<file path="src/srst_pkg.sv">
// constants and helpers shared by the sdram write/read self-test
// assumes a 50 MHz system clock and a 16-bit wide, 64 MB memory behind a controller
package srst_pkg;

    // ====================================================================
    // memory geometry
    localparam int unsigned MEM_BYTES   = 64 * 1024 * 1024;  // bank under test
    localparam int unsigned WORD_BYTES  = 2;                 // 16-bit data bus
    localparam int unsigned DATA_W      = 16;
    localparam int unsigned MEM_WORDS   = MEM_BYTES / WORD_BYTES;  // words in the bank
    localparam int unsigned ADDR_W      = $clog2(MEM_WORDS);

    // ====================================================================
    // clocks
    localparam int unsigned REF_CLK_HZ  = 50_000_000;   // controller reference
    localparam int unsigned MEM_CLK_HZ  = 2 * REF_CLK_HZ; // memory clock made by controller

    // ====================================================================
    // led blink timing
    localparam int unsigned BLINK_HALF_MS  = 250;
    localparam int unsigned BLINK_HALF_CYC = (REF_CLK_HZ / 1000) * BLINK_HALF_MS;

    // ====================================================================
    // test sequence generator
    localparam logic [DATA_W-1:0] LFSR_SEED = 16'hACE1;
    localparam logic [DATA_W-1:0] LFSR_POLY = 16'hB400;

    // ====================================================================
    // led positions
    localparam int unsigned LED_BUSY  = 0;
    localparam int unsigned LED_PASS  = 1;
    localparam int unsigned LED_ALIVE = 2;
    localparam logic [2:0]  LEDS_ALL  = 3'h7;

    // ====================================================================
    // sequencer states
    typedef enum logic [2:0] {
        ST_IDLE,
        ST_HELD,
        ST_WRITE,
        ST_READ,
        ST_DONE
    } srst_state_t;

    // one galois lfsr step
    function automatic logic [DATA_W-1:0] lfsr_step(input logic [DATA_W-1:0] v);
        lfsr_step = v[0] ? ((v >> 1) ^ LFSR_POLY) : (v >> 1);
    endfunction : lfsr_step

endpackage : srst_pkg

</file>
<file path="src/srst_gen_if.sv">
// carrier between the self-test sequencer and its sequence generator
// assumes both ends sit on the same clock
`timescale 1ns/1ps
interface srst_gen_if;
    import srst_pkg::*;

    logic              restart;    // back to seed
    logic              advance;    // step once
    logic [DATA_W-1:0] value;      // current word
    logic [DATA_W-1:0] value_next; // word after the next edge if advanced

    modport ctrl (output restart, output advance, input value, input value_next);
    modport gen  (input restart, input advance, output value, output value_next);
endinterface : srst_gen_if

</file>
<file path="src/srst_patgen.sv">
// test sequence generator: lfsr stepping on request
// assumes the sequencer restarts it at the start of every pass
`timescale 1ns/1ps
module srst_patgen (
    // clock and reset
    input  wire logic clk_i,
    input  wire logic nrst_i,
    // sequencer side
    srst_gen_if.gen   gen
);
    import srst_pkg::*;

    logic [DATA_W-1:0] value_r;

    // seed on restart, step on advance
    always_ff @(posedge clk_i or negedge nrst_i) begin
        if (!nrst_i) begin
            value_r <= LFSR_SEED;
        end else if (gen.restart) begin
            value_r <= LFSR_SEED;
        end else if (gen.advance) begin
            value_r <= lfsr_step(value_r);
        end
    end

    assign gen.value      = value_r;
    assign gen.value_next = lfsr_step(value_r);

endmodule : srst_patgen

</file>
<file path="src/srst_top.sv">
// sdram write/read self-test: start button, write pass, read/compare pass, leds
// assumes a memory controller with a word request port (wait, read-valid) clocked
// from clk_i as its reference; button level low while pressed, synchronous
`timescale 1ns/1ps

// Functional notes
// button press launches a memory test run
// every word of 64 MB is addressed
// whole write pass precedes any read compare
// read pass regenerates sequence and compares words
// controller is referenced to the 50 MHz clock
// controller makes 100 MHz memory clock
// button held lights status leds two to zero
// clock-alive led blinks from reference clock
// clean run ends with pass led steady
// any mismatch leaves pass led off
// new press restarts run, clears old result
// pass led blinks in run, result latched
// generator reseeded at each pass start
module srst_top #(
    parameter int unsigned BLINK_HALF = srst_pkg::BLINK_HALF_CYC,
    parameter int unsigned WORDS      = srst_pkg::MEM_WORDS
) (
    // clock and reset
    input  wire logic                        clk_i,
    input  wire logic                        nrst_i,
    // start button, low while pressed
    input  wire logic                        start_button_n_i,
    // memory controller word port
    output logic                             mem_wr_o,
    output logic                             mem_rd_o,
    output logic [srst_pkg::ADDR_W-1:0]      mem_addr_o,
    output logic [srst_pkg::DATA_W-1:0]      mem_wdata_o,
    input  wire logic                        mem_wait_i,
    input  wire logic                        mem_rvalid_i,
    input  wire logic [srst_pkg::DATA_W-1:0] mem_rdata_i,
    // status leds
    output logic [2:0]                       red_status_leds_o,
    output logic                             test_done_o,
    output logic                             test_pass_o
);
    import srst_pkg::*;

    // ====================================================================
    // declarations
    localparam logic [ADDR_W-1:0] ADDR_LAST = ADDR_W'(WORDS - 1);
    localparam int unsigned       BLINK_W   = $clog2(BLINK_HALF + 1);

    srst_state_t        state_r;
    srst_state_t        state_nxt;
    logic [ADDR_W-1:0]  rcv_cnt_r;
    logic               mismatch_r;
    logic               wr_accept;
    logic               rd_accept;
    logic               rd_match;
    logic               last_rcv;
    logic               pressed;
    logic [BLINK_W-1:0] blink_cnt_r;
    logic               blink_tick;
    logic               blink_r;

    srst_gen_if gen_if ();

    srst_patgen u_patgen (
        .clk_i  (clk_i),
        .nrst_i (nrst_i),
        .gen    (gen_if.gen)
    );

    // ====================================================================
    // handshake decode
    // a request is taken in a cycle it is high and the controller does not wait;
    // the controller's own 100 MHz memory clock is derived inside it from clk_i
    assign pressed   = !start_button_n_i;
    assign wr_accept = mem_wr_o && !mem_wait_i;
    assign rd_accept = mem_rd_o && !mem_wait_i;
    assign rd_match  = (mem_rdata_i == gen_if.value);
    assign last_rcv  = mem_rvalid_i && (rcv_cnt_r == ADDR_LAST);

    // ====================================================================
    // sequencer
    always_comb begin
        state_nxt = state_r;
        if (pressed) begin
            state_nxt = ST_HELD;
        end else begin
            unique case (state_r)
                ST_IDLE:  state_nxt = ST_IDLE;
                ST_HELD:  state_nxt = ST_WRITE;   // release starts the run
                ST_WRITE: begin
                    if (wr_accept && mem_addr_o == ADDR_LAST) begin
                        state_nxt = ST_READ;
                    end
                end
                ST_READ: begin
                    if (state_r == ST_READ && last_rcv) begin
                        state_nxt = ST_DONE;
                    end
                end
                ST_DONE:  state_nxt = ST_DONE;
            endcase
        end
    end

    // state register
    always_ff @(posedge clk_i or negedge nrst_i) begin
        if (!nrst_i) begin
            state_r <= ST_IDLE;
        end else begin
            state_r <= state_nxt;
        end
    end

    // generator control: reseed at each pass start, step per word
    always_comb begin
        gen_if.restart = (state_r == ST_HELD && !pressed)
                       || (state_r == ST_WRITE && state_nxt == ST_READ);
        gen_if.advance = (state_r == ST_WRITE && wr_accept)
                       || (state_r == ST_READ && mem_rvalid_i);
    end

    // ====================================================================
    // request issue: write pass then read pass over every address
    always_ff @(posedge clk_i or negedge nrst_i) begin
        if (!nrst_i) begin
            mem_wr_o    <= 1'b0;
            mem_rd_o    <= 1'b0;
            mem_addr_o  <= '0;
            mem_wdata_o <= '0;
        end else if (pressed) begin
            mem_wr_o   <= 1'b0;
            mem_rd_o   <= 1'b0;
            mem_addr_o <= '0;
        end else if (state_r == ST_HELD) begin
            mem_wr_o    <= 1'b1;
            mem_addr_o  <= '0;
            mem_wdata_o <= LFSR_SEED;
        end else if (wr_accept) begin
            if (mem_addr_o == ADDR_LAST) begin
                mem_wr_o   <= 1'b0;
                mem_rd_o   <= 1'b1;
                mem_addr_o <= '0;
            end else begin
                mem_addr_o  <= mem_addr_o + 1'b1;
                mem_wdata_o <= gen_if.value_next;
            end
        end else if (rd_accept) begin
            if (mem_addr_o == ADDR_LAST) begin
                mem_rd_o <= 1'b0;
            end else begin
                mem_addr_o <= mem_addr_o + 1'b1;
            end
        end
    end

    // ====================================================================
    // read-back compare: counts answers, latches any mismatch until next press
    always_ff @(posedge clk_i or negedge nrst_i) begin
        if (!nrst_i) begin
            rcv_cnt_r  <= '0;
            mismatch_r <= 1'b0;
        end else if (pressed) begin
            rcv_cnt_r  <= '0;
            mismatch_r <= 1'b0;
        end else if (state_r == ST_READ && mem_rvalid_i) begin
            rcv_cnt_r <= rcv_cnt_r + 1'b1;
            if (!rd_match) begin
                mismatch_r <= 1'b1;
            end
        end
    end

    // ====================================================================
    // blink divider: one-cycle tick every half period
    always_ff @(posedge clk_i or negedge nrst_i) begin
        if (!nrst_i) begin
            blink_cnt_r <= '0;
        end else if (blink_tick) begin
            blink_cnt_r <= '0;
        end else begin
            blink_cnt_r <= blink_cnt_r + 1'b1;
        end
    end

    assign blink_tick = (blink_cnt_r == BLINK_W'(BLINK_HALF - 1));

    // blink phase
    always_ff @(posedge clk_i or negedge nrst_i) begin
        if (!nrst_i) begin
            blink_r <= 1'b0;
        end else if (blink_tick) begin
            blink_r <= !blink_r;
        end
    end

    // ====================================================================
    // leds and result outputs
    always_ff @(posedge clk_i or negedge nrst_i) begin
        if (!nrst_i) begin
            red_status_leds_o <= '0;
            test_done_o       <= 1'b0;
            test_pass_o       <= 1'b0;
        end else if (pressed) begin
            red_status_leds_o <= LEDS_ALL;
            test_done_o       <= 1'b0;
            test_pass_o       <= 1'b0;
        end else begin
            red_status_leds_o[LED_ALIVE] <= blink_r;
            red_status_leds_o[LED_BUSY]  <= (state_nxt == ST_WRITE)
                                         || (state_nxt == ST_READ);
            unique case (state_nxt)
                ST_WRITE, ST_READ: begin
                    red_status_leds_o[LED_PASS] <= blink_r;
                end
                ST_DONE: begin
                    // steady on only for a clean run
                    red_status_leds_o[LED_PASS] <= !(mismatch_r
                        || (state_r == ST_READ && !rd_match));
                end
                default: begin
                    red_status_leds_o[LED_PASS] <= 1'b0;
                end
            endcase
            test_done_o <= (state_nxt == ST_DONE);
            test_pass_o <= (state_nxt == ST_DONE)
                        && !(mismatch_r || (state_r == ST_READ && !rd_match));
        end
    end

endmodule : srst_top

</file>
<file path="config.mk">
export PLATFORM = sky130hd
export DESIGN_NAME = srst_top
export DESIGN_NICKNAME = d
export VERILOG_FILES = /design/src/srst_pkg.sv /design/src/srst_gen_if.sv /design/src/srst_patgen.sv /design/src/srst_top.sv
export SDC_FILE = /design/constraint.sdc
export NUM_CORES = 1
export LEC_CHECK = 0
export ABC_AREA = 0
export ABC_CLOCK_PERIOD_IN_PS = 2800
export BUFFER_PORTS_ARGS = -buffer_cell sky130_fd_sc_hd__buf_2
export CORE_MARGIN = 10
export CORE_UTILIZATION = 43
export DETAILED_ROUTE_END_ITERATION = 8
export GPL_TIMING_DRIVEN = 0
export PLACE_DENSITY_LB_ADDON = 0.3
export SLEW_MARGIN = 20
export SYNTH_ARGS = -nofsm -noshare
export SYNTH_HDL_FRONTEND = slang
export SYNTH_SLANG_ARGS = --single-unit
</file>
<file path="constraint.sdc">
create_clock -name clk_i -period 2.8 [get_ports clk_i]
set_input_delay 0.7 -clock clk_i [delete_from_list [all_inputs] [get_ports clk_i]]
set_output_delay 0.7 -clock clk_i [all_outputs]
set_load 0.02 [all_outputs]
</file>
; ---- Yosys cells after proc, flatten, opt, wreduce, memory -nomap -nowiden
; Index checks and enable logic that the tools add are counted.
[totals]
ff_bits = 118
input_bits = 21
output_inout_bits = 48
[classes]
addsub = 3
eq_ne = 21
mux = 35
bitwise = 1
reduce_logical = 28
[op_table]
columns = cell, count
row1 = $mux W25, 8
row2 = $mux W16, 6
row3 = $add A25 B1 Y25 const B, 2
row4 = $eq A25 B25 Y1 const B, 2
row5 = $add A24 B1 Y24 const B, 1
row6 = $eq A24 B24 Y1 const B, 1
row7 = $mux W24, 1
row8 = $eq A16 B16 Y1, 1
row9 = $pmux W3 S5, 1
row10 = $mux W1, 14
row11 = $eq A3 B2 Y1 const B, 4
row12 = $mux W3, 4
row13 = $logic_and A1 B1 Y1, 11
row14 = $ne A3 B1 Y1 const B, 3
row15 = $eq A3 B3 Y1 const B, 2
row16 = $ne A2 B2 Y1 const B, 3
row17 = $reduce_and A2 Y1, 3
row18 = $reduce_and A3 Y1, 2
row19 = $logic_not A1 Y1, 4
row20 = $logic_or A1 B1 Y1, 4
row21 = $ne A2 B1 Y1 const B, 2
row22 = $ne A4 B1 Y1 const B, 1
row23 = $ne A4 B4 Y1 const B, 1
row24 = $not A3 Y4, 1
row25 = other kinds (5), 6

; ---- Logic depth before layout (Yosys ltp)
; Gate-level depths: netlist (run 1).
[depth]
ltp_word = 10
depth_mapped = 8
ltp_nobuf = 7

; ---- Cells and area by module
; Synthesis (run 1) repeated with hierarchy kept, for this count alone.
[unflattened]
cells_unflattened = 615
hier_area_um2 = 6083.3
[modules_own_cells]
columns = module, instances, cells_per_inst, area_each_um2
row1 = srst_top, 1, 543, 5247.5
row2 = srst_patgen, 1, 72, 835.8

; ---- Least setup slack after synthesis (run 1)
; OpenSTA, ideal clock, no wires.
[synth_path]
path_kind = reg2reg
start = reg mem_addr_o[0] in the netlist's numbering
end = reg mem_addr_o[18] in the netlist's numbering
setup_ns = 0.077
arrival_time_ns = 2.135
slack_ns = 0.588
path_stages_with_launch = 9
path_cell_list = dfrtp_1 ha_1 nand3_1 nor4_1 a211oi_2 clkbuf_1 o211ai_1 or3_1 a21oi_1
[synth_between]
elab_chain_len = 6
elab_cells_between_ends = 10
cone_classes = add/sub: 1 / eq/ne: 2 / mux: 6 / reduce/logical: 1
[synth_rtl]
columns = item, line_no
row1 = from (decl), srst_top.sv:32  ; output logic [srst_pkg::ADDR_W-1:0] mem_addr_o,
row2 = from (signal assigned), srst_top.sv:144  ; mem_addr_o <= mem_addr_o + 1'b1;
row3 = from (signal assigned), srst_top.sv:151  ; mem_addr_o <= mem_addr_o + 1'b1;
row4 = $add A25 B1 Y25, "srst_top.sv:144, srst_top.sv:151"
row5 = $mux W25, srst_top.sv:148  ; if (mem_addr_o == ADDR_LAST) begin
row6 = $mux W25, srst_top.sv:147  ; end else if (rd_accept) begin
row7 = $mux W25, srst_top.sv:138  ; end else if (wr_accept) begin
row8 = $mux W25, srst_top.sv:134  ; end else if (state_r == ST_HELD) begin
row9 = $mux W25, srst_top.sv:130  ; end else if (pressed) begin
; Parallel ways exist; a longest one is shown, timed or not. The select of a mux whose other input is x is not followed.
; A chain may end at the register's enable or synchronous reset.

; ---- Worst setup path after layout (run 1)
; Ends and elaborated chain as after synthesis.

==> impl_metrics.json, run 1 <==
{
  "endpoint_kind": "register",
  "cts_tree": "done",
  "synth_edf_count": 0,
  "track_usage_pct": 15.1,
  "regArea_sq_mm": 0.00296,
  "cts_buffers": 17,
  "drive_gt1_share_pct": 19.0,
  "areaGrowthSynthToFinish_pct": 21.0,
  "path_buf_inv": 1,
  "yosysSeqAreaShare_pct": 52.2,
  "drtIter0Drc": 324,
  "reg2reg_depth": 8,
  "clkLatencyLatePin_ns": 0.41,
  "power.density_mw_per_mm2": 646,
  "antenna_found_initial": 1,
  "syn-instance-count": 564,
  "fmax_ghz": 0.398,
  "wl_um": 13200,
  "grt_first_pass_wirelength_um": 22600,
  "crit_slowest_cell": "clkbuf_1",
  "hpwl_um": 9310,
  "wl_per_cell_um": 15.8,
  "multi_input_area_sq_mm": 0.00261,
  "timing.final.hold_violations": 0,
  "synth_area_leaders": "dfrtp_1 (48%), xor2_1 (8.3%), nor2_1 (4.8%)",
  "yosysTopAreaCellShare_pct": 48.5,
  "netlist_area_sq_mm": 0.00568,
  "post-cts-setup-buffers": 0,
  "dieArea_sq_mm": 0.0182,
  "vias": 4515,
  "cap_violations": 0,
  "die_y_um": 135,
  "yosys.area.top_type": "dfrtp_1",
  "outcome": "completed",
  "worst_pin_slew_ns": 0.869,
  "ant_nets": 0,
  "place.gp.congestion": 0.801,
  "ios": 69,
  "cts.clk_slew.worst_paths_ns": 0.05,
  "clock_sinks": 118,
  "final.min_clock_period_ns": 2.51,
  "dr.pass1.iters": 5,
  "r2r_end": "mem_addr_o[18]$_DFFE_PN0P_",
  "clock_skew_ns": 0.00709,
  "setup_viol": 0,
  "slew_viol_final": 0,
  "rrSetupSlack_ns": 0.29,
  "viasPerCell": 5.39,
  "ctsHoldBuffers": 0,
  "fin_cells": 837,
  "finalCritPeriodShare_pct": 89.7,
  "hold_path.class": "in -> async",
  "criticalPathCategory": "reg -> reg",
  "p_leak_uw": 0.00309,
  "hold_slack_ns": 0.202,
  "cpPeakStageDelay_ns": 0.44,
  "fin_nets": 675,
  "drc_errors": 0,
  "startpoint_type": "register",
  "fillers": 1125,
  "crit_chain": "ha_1 > nand3_1 > nor4_1 > a211oi_2 > clkbuf_1 > o211ai_1 > or3_1 > a21oi_1",
  "yosysWarnings": 0,
  "ys.flop_type": "dfrtp_1",
  "vdd_drop_max_mv": 0.370,
  "fin_setup_tns_ns": 0,
  "cts-root-buf": "clkbuf_16",
  "clock_path_buffers": 2,
  "start_util_pct": 44.5,
  "async_reset_ff_share_pct": 100,
  "ctsResizeCount": 0,
  "grt_max_degree": 76,
  "r2r_start": "mem_addr_o[0]$_DFFE_PN0P_",
  "ys_seq_elements": 118,
  "dp.cells": 804,
  "core-area_sq_mm": 0.0128,
  "synth_nets": 588,
  "worstSetupStartpoint": "mem_addr_o[0]$_DFFE_PN0P_",
  "cp_max_fo": 10,
  "die_w_um": 135,
  "crit_required_ns": 3.13,
  "arrival_ns": 2.85,
  "port_buffers": 67,
  "synth.avg_cell_area_sq_um": 10.1,
  "ys_types": 48,
  "slew_headroom_pct": 41.2,
  "grt_setup_unrepaired": "no",
  "gr-total-overflow": 0,
  "cpLargestDelayFamily": "compound AO/OA/AOI/OAI gates",
  "grt_pass1_vias": 4448,
  "rows": 41,
  "h-tree-depth": 4
}
[cell usage in the layout (no fill, tap or decap), types with 2 or more instances in the layout]
master / instances
dfstp_2: 8
and3_1: 8
buf_2: 73
and2_1: 3
and3b_1: 2
clkbuf_8: 3
xor2_1: 54
inv_1: 5
o211ai_1: 13
nor4_1: 8
nor2b_1: 3
dfrtp_1: 110
nand4_1: 17
a21o_1: 3
clkbuf_16: 17
or4_1: 3
a22o_1: 9
or3_1: 10
xnor2_1: 22
nand2_1: 66
o22a_1: 6
nand2b_1: 3
clkbuf_1: 16
nor3_1: 7
nor4b_1: 4
a21oi_2: 2
nand3_1: 34
a21oi_1: 19
nor2_1: 73
clkinv_2: 6
bufinv_16: 3
and4_1: 8
mux2i_1: 4
o21ai_0: 12
ha_1: 3
o2111ai_1: 7
[state kept, by name, summed over array words and instances, names as in the netlist, 3 cells and up]
| signal | flops |
|---|---|
| red_status_leds_o | 3 |
| mem_wdata_o | 16 |
| state_r | 3 |
| u_patgen.gen.value | 16 |
| mem_addr_o | 25 |
| blink_cnt_r | 24 |
| rcv_cnt_r | 25 |
[per-layer routing]
| layer | up-vias | global-route usage (%) | routed length, um |
|---|---|---|---|
| met5 | - | 0 | 0 |
| met4 | 0 | 4.35 | 133 |
| li1 | 2166 | - | - |
| met3 | 15 | 4.71 | 772 |
| met1 | 2219 | 19.2 | 5920 |
| met2 | 115 | 24.0 | 6350 |
[cells by family (layout without fill, tap and decap cells)]
logic type	after synthesis	after routing	share of synthesized area, %
AOI/OAI and AO/OA	79	79	10.0
adders and majority gates	3	3	0.661
DFF	118	118	52.2
and+or+nand+nor	257	257	22.8
buffers and inverters	27	127	1.96
muxes	4	4	0.705
xor gates and xnor gates	76	76	11.7
other	0	1	0
[worst max-delay path by stage]
stage / end / slack (ns) / cells after the start
3_5_place_dp: mem_wdata_o[9]$_DFFE_PN0P_ / -0.05 / 6
4_1_cts: mem_addr_o[18]$_DFFE_PN0P_ / 0.32 / 8
2_1_floorplan: mem_addr_o[18]$_DFFE_PN0P_ / 0.59 / 8
3_3_place_gp: rcv_cnt_r[7]$_DFFE_PN0P_ / -0.36 / 1
5_1_grt: mem_addr_o[18]$_DFFE_PN0P_ / 0.10 / 8
6_report: mem_addr_o[18]$_DFFE_PN0P_ / 0.29 / 8
[power by group]
part	switching [uW]	internal [uW]
Combinational	239	136
Clock	740	1460
Sequential	71.0	1800
Total	1050	3390
[synth_stat cells (9+ instances only)]
cell type,n
dfrtp_1,110
clkbuf_1,14
or3_1,10
nand4_1,17
xnor2_1,22
nor2_1,73
xor2_1,54
o21ai_0,12
a21oi_1,19
a22o_1,9
nand2_1,66
o211ai_1,13
nand3_1,34
[area by class of cell]
type                       instances  share of cell area [%]
multi-input combinational        419                    38.0
antenna                            1                  0.0364
tap                              172                    3.13
inverter                           5                   0.273
buffer                            22                    1.35
clock buffer                      22                    6.90
timing repair buffer              68                    5.37
clock inverter                    10                    1.86
sequential                       118                    43.1
[metrics by stage]
| step | worst slack [ns] | util, % | cell area [sq um] | power [uW] |
|---|---|---|---|---|
| final | 0.289 | 53.8 | 6870 | 4440 |
| after global routing | 0.104 | 53.8 | 6870 | 4630 |
| after CTS | 0.325 | 53.7 | 6870 | 4480 |
| after detailed placement | -0.0495 | 49.0 | 6260 | 2270 |
| after global placement | -0.359 | 48.8 | 6230 | 2260 |
| after floorplan | 0.588 | - | 5680 | 2110 |
Power figures use the tool's default switching activity.
==> run 2, diff against run 1 <==
--- a/config.mk
+++ b/config.mk
@@ -9,7 +9,7 @@
 export ABC_CLOCK_PERIOD_IN_PS = 2800
 export BUFFER_PORTS_ARGS = -buffer_cell sky130_fd_sc_hd__buf_2
 export CORE_MARGIN = 10
-export CORE_UTILIZATION = 43
+export CORE_UTILIZATION = 55
 export DETAILED_ROUTE_END_ITERATION = 8
 export GPL_TIMING_DRIVEN = 0
 export PLACE_DENSITY_LB_ADDON = 0.3
==> run 2 against run 1 <==
Largest cell class unchanged. Critical path depth stayed put. Fmax shrank 0.52%. Via count increased by 1.3%. Wire length is 0.71% higher. Critical path type unchanged. Global-route usage grew 3.6 points. Clock-buffer cell count grew 2. Power rose by 1.2%. Largest power group unchanged. Utilization grew 13 points. Design area decreased by 0.46%. First-iteration DRC count rose by 21%. Clock skew up 0.0026 ns. Die area is 19% lower.
==> impl_metrics.json, run 2 (same netlist as run 1, synthesis figures left out) <==
{
  "die_w_um": 122,
  "core-area_sq_mm": 0.0102,
  "clock_sinks": 118,
  "startpoint_type": "register",
  "power_frac_comb_pct": 8.3,
  "ctsResizeCount": 0,
  "p_int_uw": 3420,
  "switching_share_pct": 23.8,
  "antenna_cells": 0,
  "ctsHoldBuffers": 0,
  "grt_first_pass_wirelength_um": 22300,
  "design_area_sq_mm": 0.00684,
  "fillers": 800,
  "criticalPathCategory": "reg -> reg",
  "hold_path.class": "in -> async",
  "fin_nets": 675,
  "cts.clk_slew.worst_paths_ns": 0.06,
  "hpwl_um": 9250,
  "ant_nets": 0,
  "worst_pin_slew_ns": 0.715,
  "reg_top3": "mem_addr_o x25, rcv_cnt_r x25, blink_cnt_r x24",
  "wl_per_cell_um": 16.6,
  "start_util_pct": 55.8,
  "slew_headroom_pct": 52.1,
  "drc_errors": 0,
  "cts-root-buf": "clkbuf_8",
  "setup_viol": 0,
  "p_leak_uw": 0.00310,
  "areaGrowthSynthToFinish_pct": 20.5,
  "clkLatencyLatePin_ns": 0.53,
  "worstSetupStartpoint": "mem_addr_o[0]$_DFFE_PN0P_",
  "timing.final.hold_violations": 0,
  "final_common_cell": "dfrtp_1",
  "antenna_found_initial": 0,
  "port_buffers": 67,
  "outcome": "completed",
  "viasPerCell": 5.72,
  "grt_setup_unrepaired": "no",
  "cts_buffers": 17,
  "gr-total-overflow": 0,
  "switchingPower_uw": 1070,
  "endpoint_kind": "register",
  "cap_violations": 0,
  "final_util_pct": 67.2,
  "finalPower_uw": 4500,
  "dr.pass1.iters": 6,
  "slew_viol_final": 0,
  "clock_skew_ns": 0.00965,
  "die_y_um": 122,
  "seqPwrFrac_pct": 41.5,
  "clock_path_buffers": 2,
  "drive_gt1_share_pct": 19.1,
  "track_usage_pct": 18.6,
  "drtIter0Drc": 391,
  "ios": 69,
  "final.min_clock_period_ns": 2.52,
  "clock_power_share_pct": 50.1,
  "rows": 37,
  "fin_ws_ns": 0.275,
  "wl_um": 13300,
  "placed_area_sq_mm": 0.00622,
  "power.density_mw_per_mm2": 657,
  "crit_required_ns": 3.24,
  "dieArea_sq_mm": 0.0148,
  "vias": 4572,
  "grt_pass1_vias": 4603,
  "fmax_ghz": 0.396,
  "cts_tree": "done",
  "preCtsSetupSlack_ns": -0.0846,
  "place.gp.congestion": 0.867,
  "h-tree-depth": 4,
  "r2r_start": "mem_addr_o[0]$_DFFE_PN0P_",
  "grt_max_degree": 63,
  "cp_max_fo": 10,
  "arrival_ns": 2.97,
  "post-cts-setup-buffers": 0,
  "most-common-layout-cells": "dfrtp_1 (110), nor2_1 (73), buf_2 (73)",
  "finalCritPeriodShare_pct": 90.2,
  "vdd_drop_max_mv": 0.338
}
run 2: cell types whose count changed in the layout (fill, tap and decap cells not counted):
cell,change
clkbuf_1,-1
clkbuf_16,-1
clkbuf_8,+4
clkinv_2,-2
diode_2,-1
run 2: power by group through the flow:
stage	logic (uW)	registers, uW	clock network [uW]
after floorplan	198	1910	0
after global placement	362	1890	0
after detailed placement	375	1890	0
after CTS	379	1870	2280
after global routing	418	1870	2360
final	375	1870	2250
run 2: worst paths after layout:
path	end	slack (ns)	cells after the start
worst max-delay path	mem_addr_o[18]$_DFFE_PN0P_	0.28	8
min in group clk_i	blink_cnt_r[20]$_DFF_PN0_	0.46	1
worst min-delay path	mem_addr_o[16]$_DFFE_PN0P_	0.13	1
worst min register to register	blink_cnt_r[20]$_DFF_PN0_	0.46	1
max in group asynchronous	rcv_cnt_r[5]$_DFFE_PN0P_	2.00	2
worst max register to register	mem_addr_o[18]$_DFFE_PN0P_	0.28	8
run 2: per-stage QoR:
step	instances	hold slack [ns]	setup TNS, ns
after detailed placement	768	0.455	-0.650
after global routing	800	0.160	0
final	800	0.126	0
after floorplan	564	0.404	0
after CTS	800	0.144	0
after global placement	767	0.447	-40.25
run 2: metal layers:
layer | share of wire, % | vias up | global-route usage, % | wire [um]
met1 | 44 | 2243 | 23.6 | 5850
met5 | 0 | - | 0 | 0
met4 | 1.6 | 0 | 7.30 | 208
li1 | - | 2180 | - | -
met2 | 48 | 132 | 29.3 | 6390
met3 | 6.2 | 17 | 5.78 | 819
run 2: worst max-delay path: stages, from the launching register on:
cell and delay [ns]:
dfrtp_1 0.43, ha_1 0.24, nand3_1 0.21, nor4_1 0.09
a211oi_2 0.40, clkbuf_1 0.42, o211ai_1 0.14, or3_1 0.34
a21oi_1 0.16
run 2: final cells by class:
cell class / instances / area, sq um / area share, %
sequential: 118 / 2960 / 43.3
multi-input combinational: 419 / 2610 / 38.1
tap: 136 / 170 / 2.49
timing repair buffer: 68 / 369 / 5.40
buffer: 22 / 92.6 / 1.35
clock inverter: 8 / 118 / 1.72
clock buffer: 24 / 500 / 7.32
inverter: 5 / 18.8 / 0.274
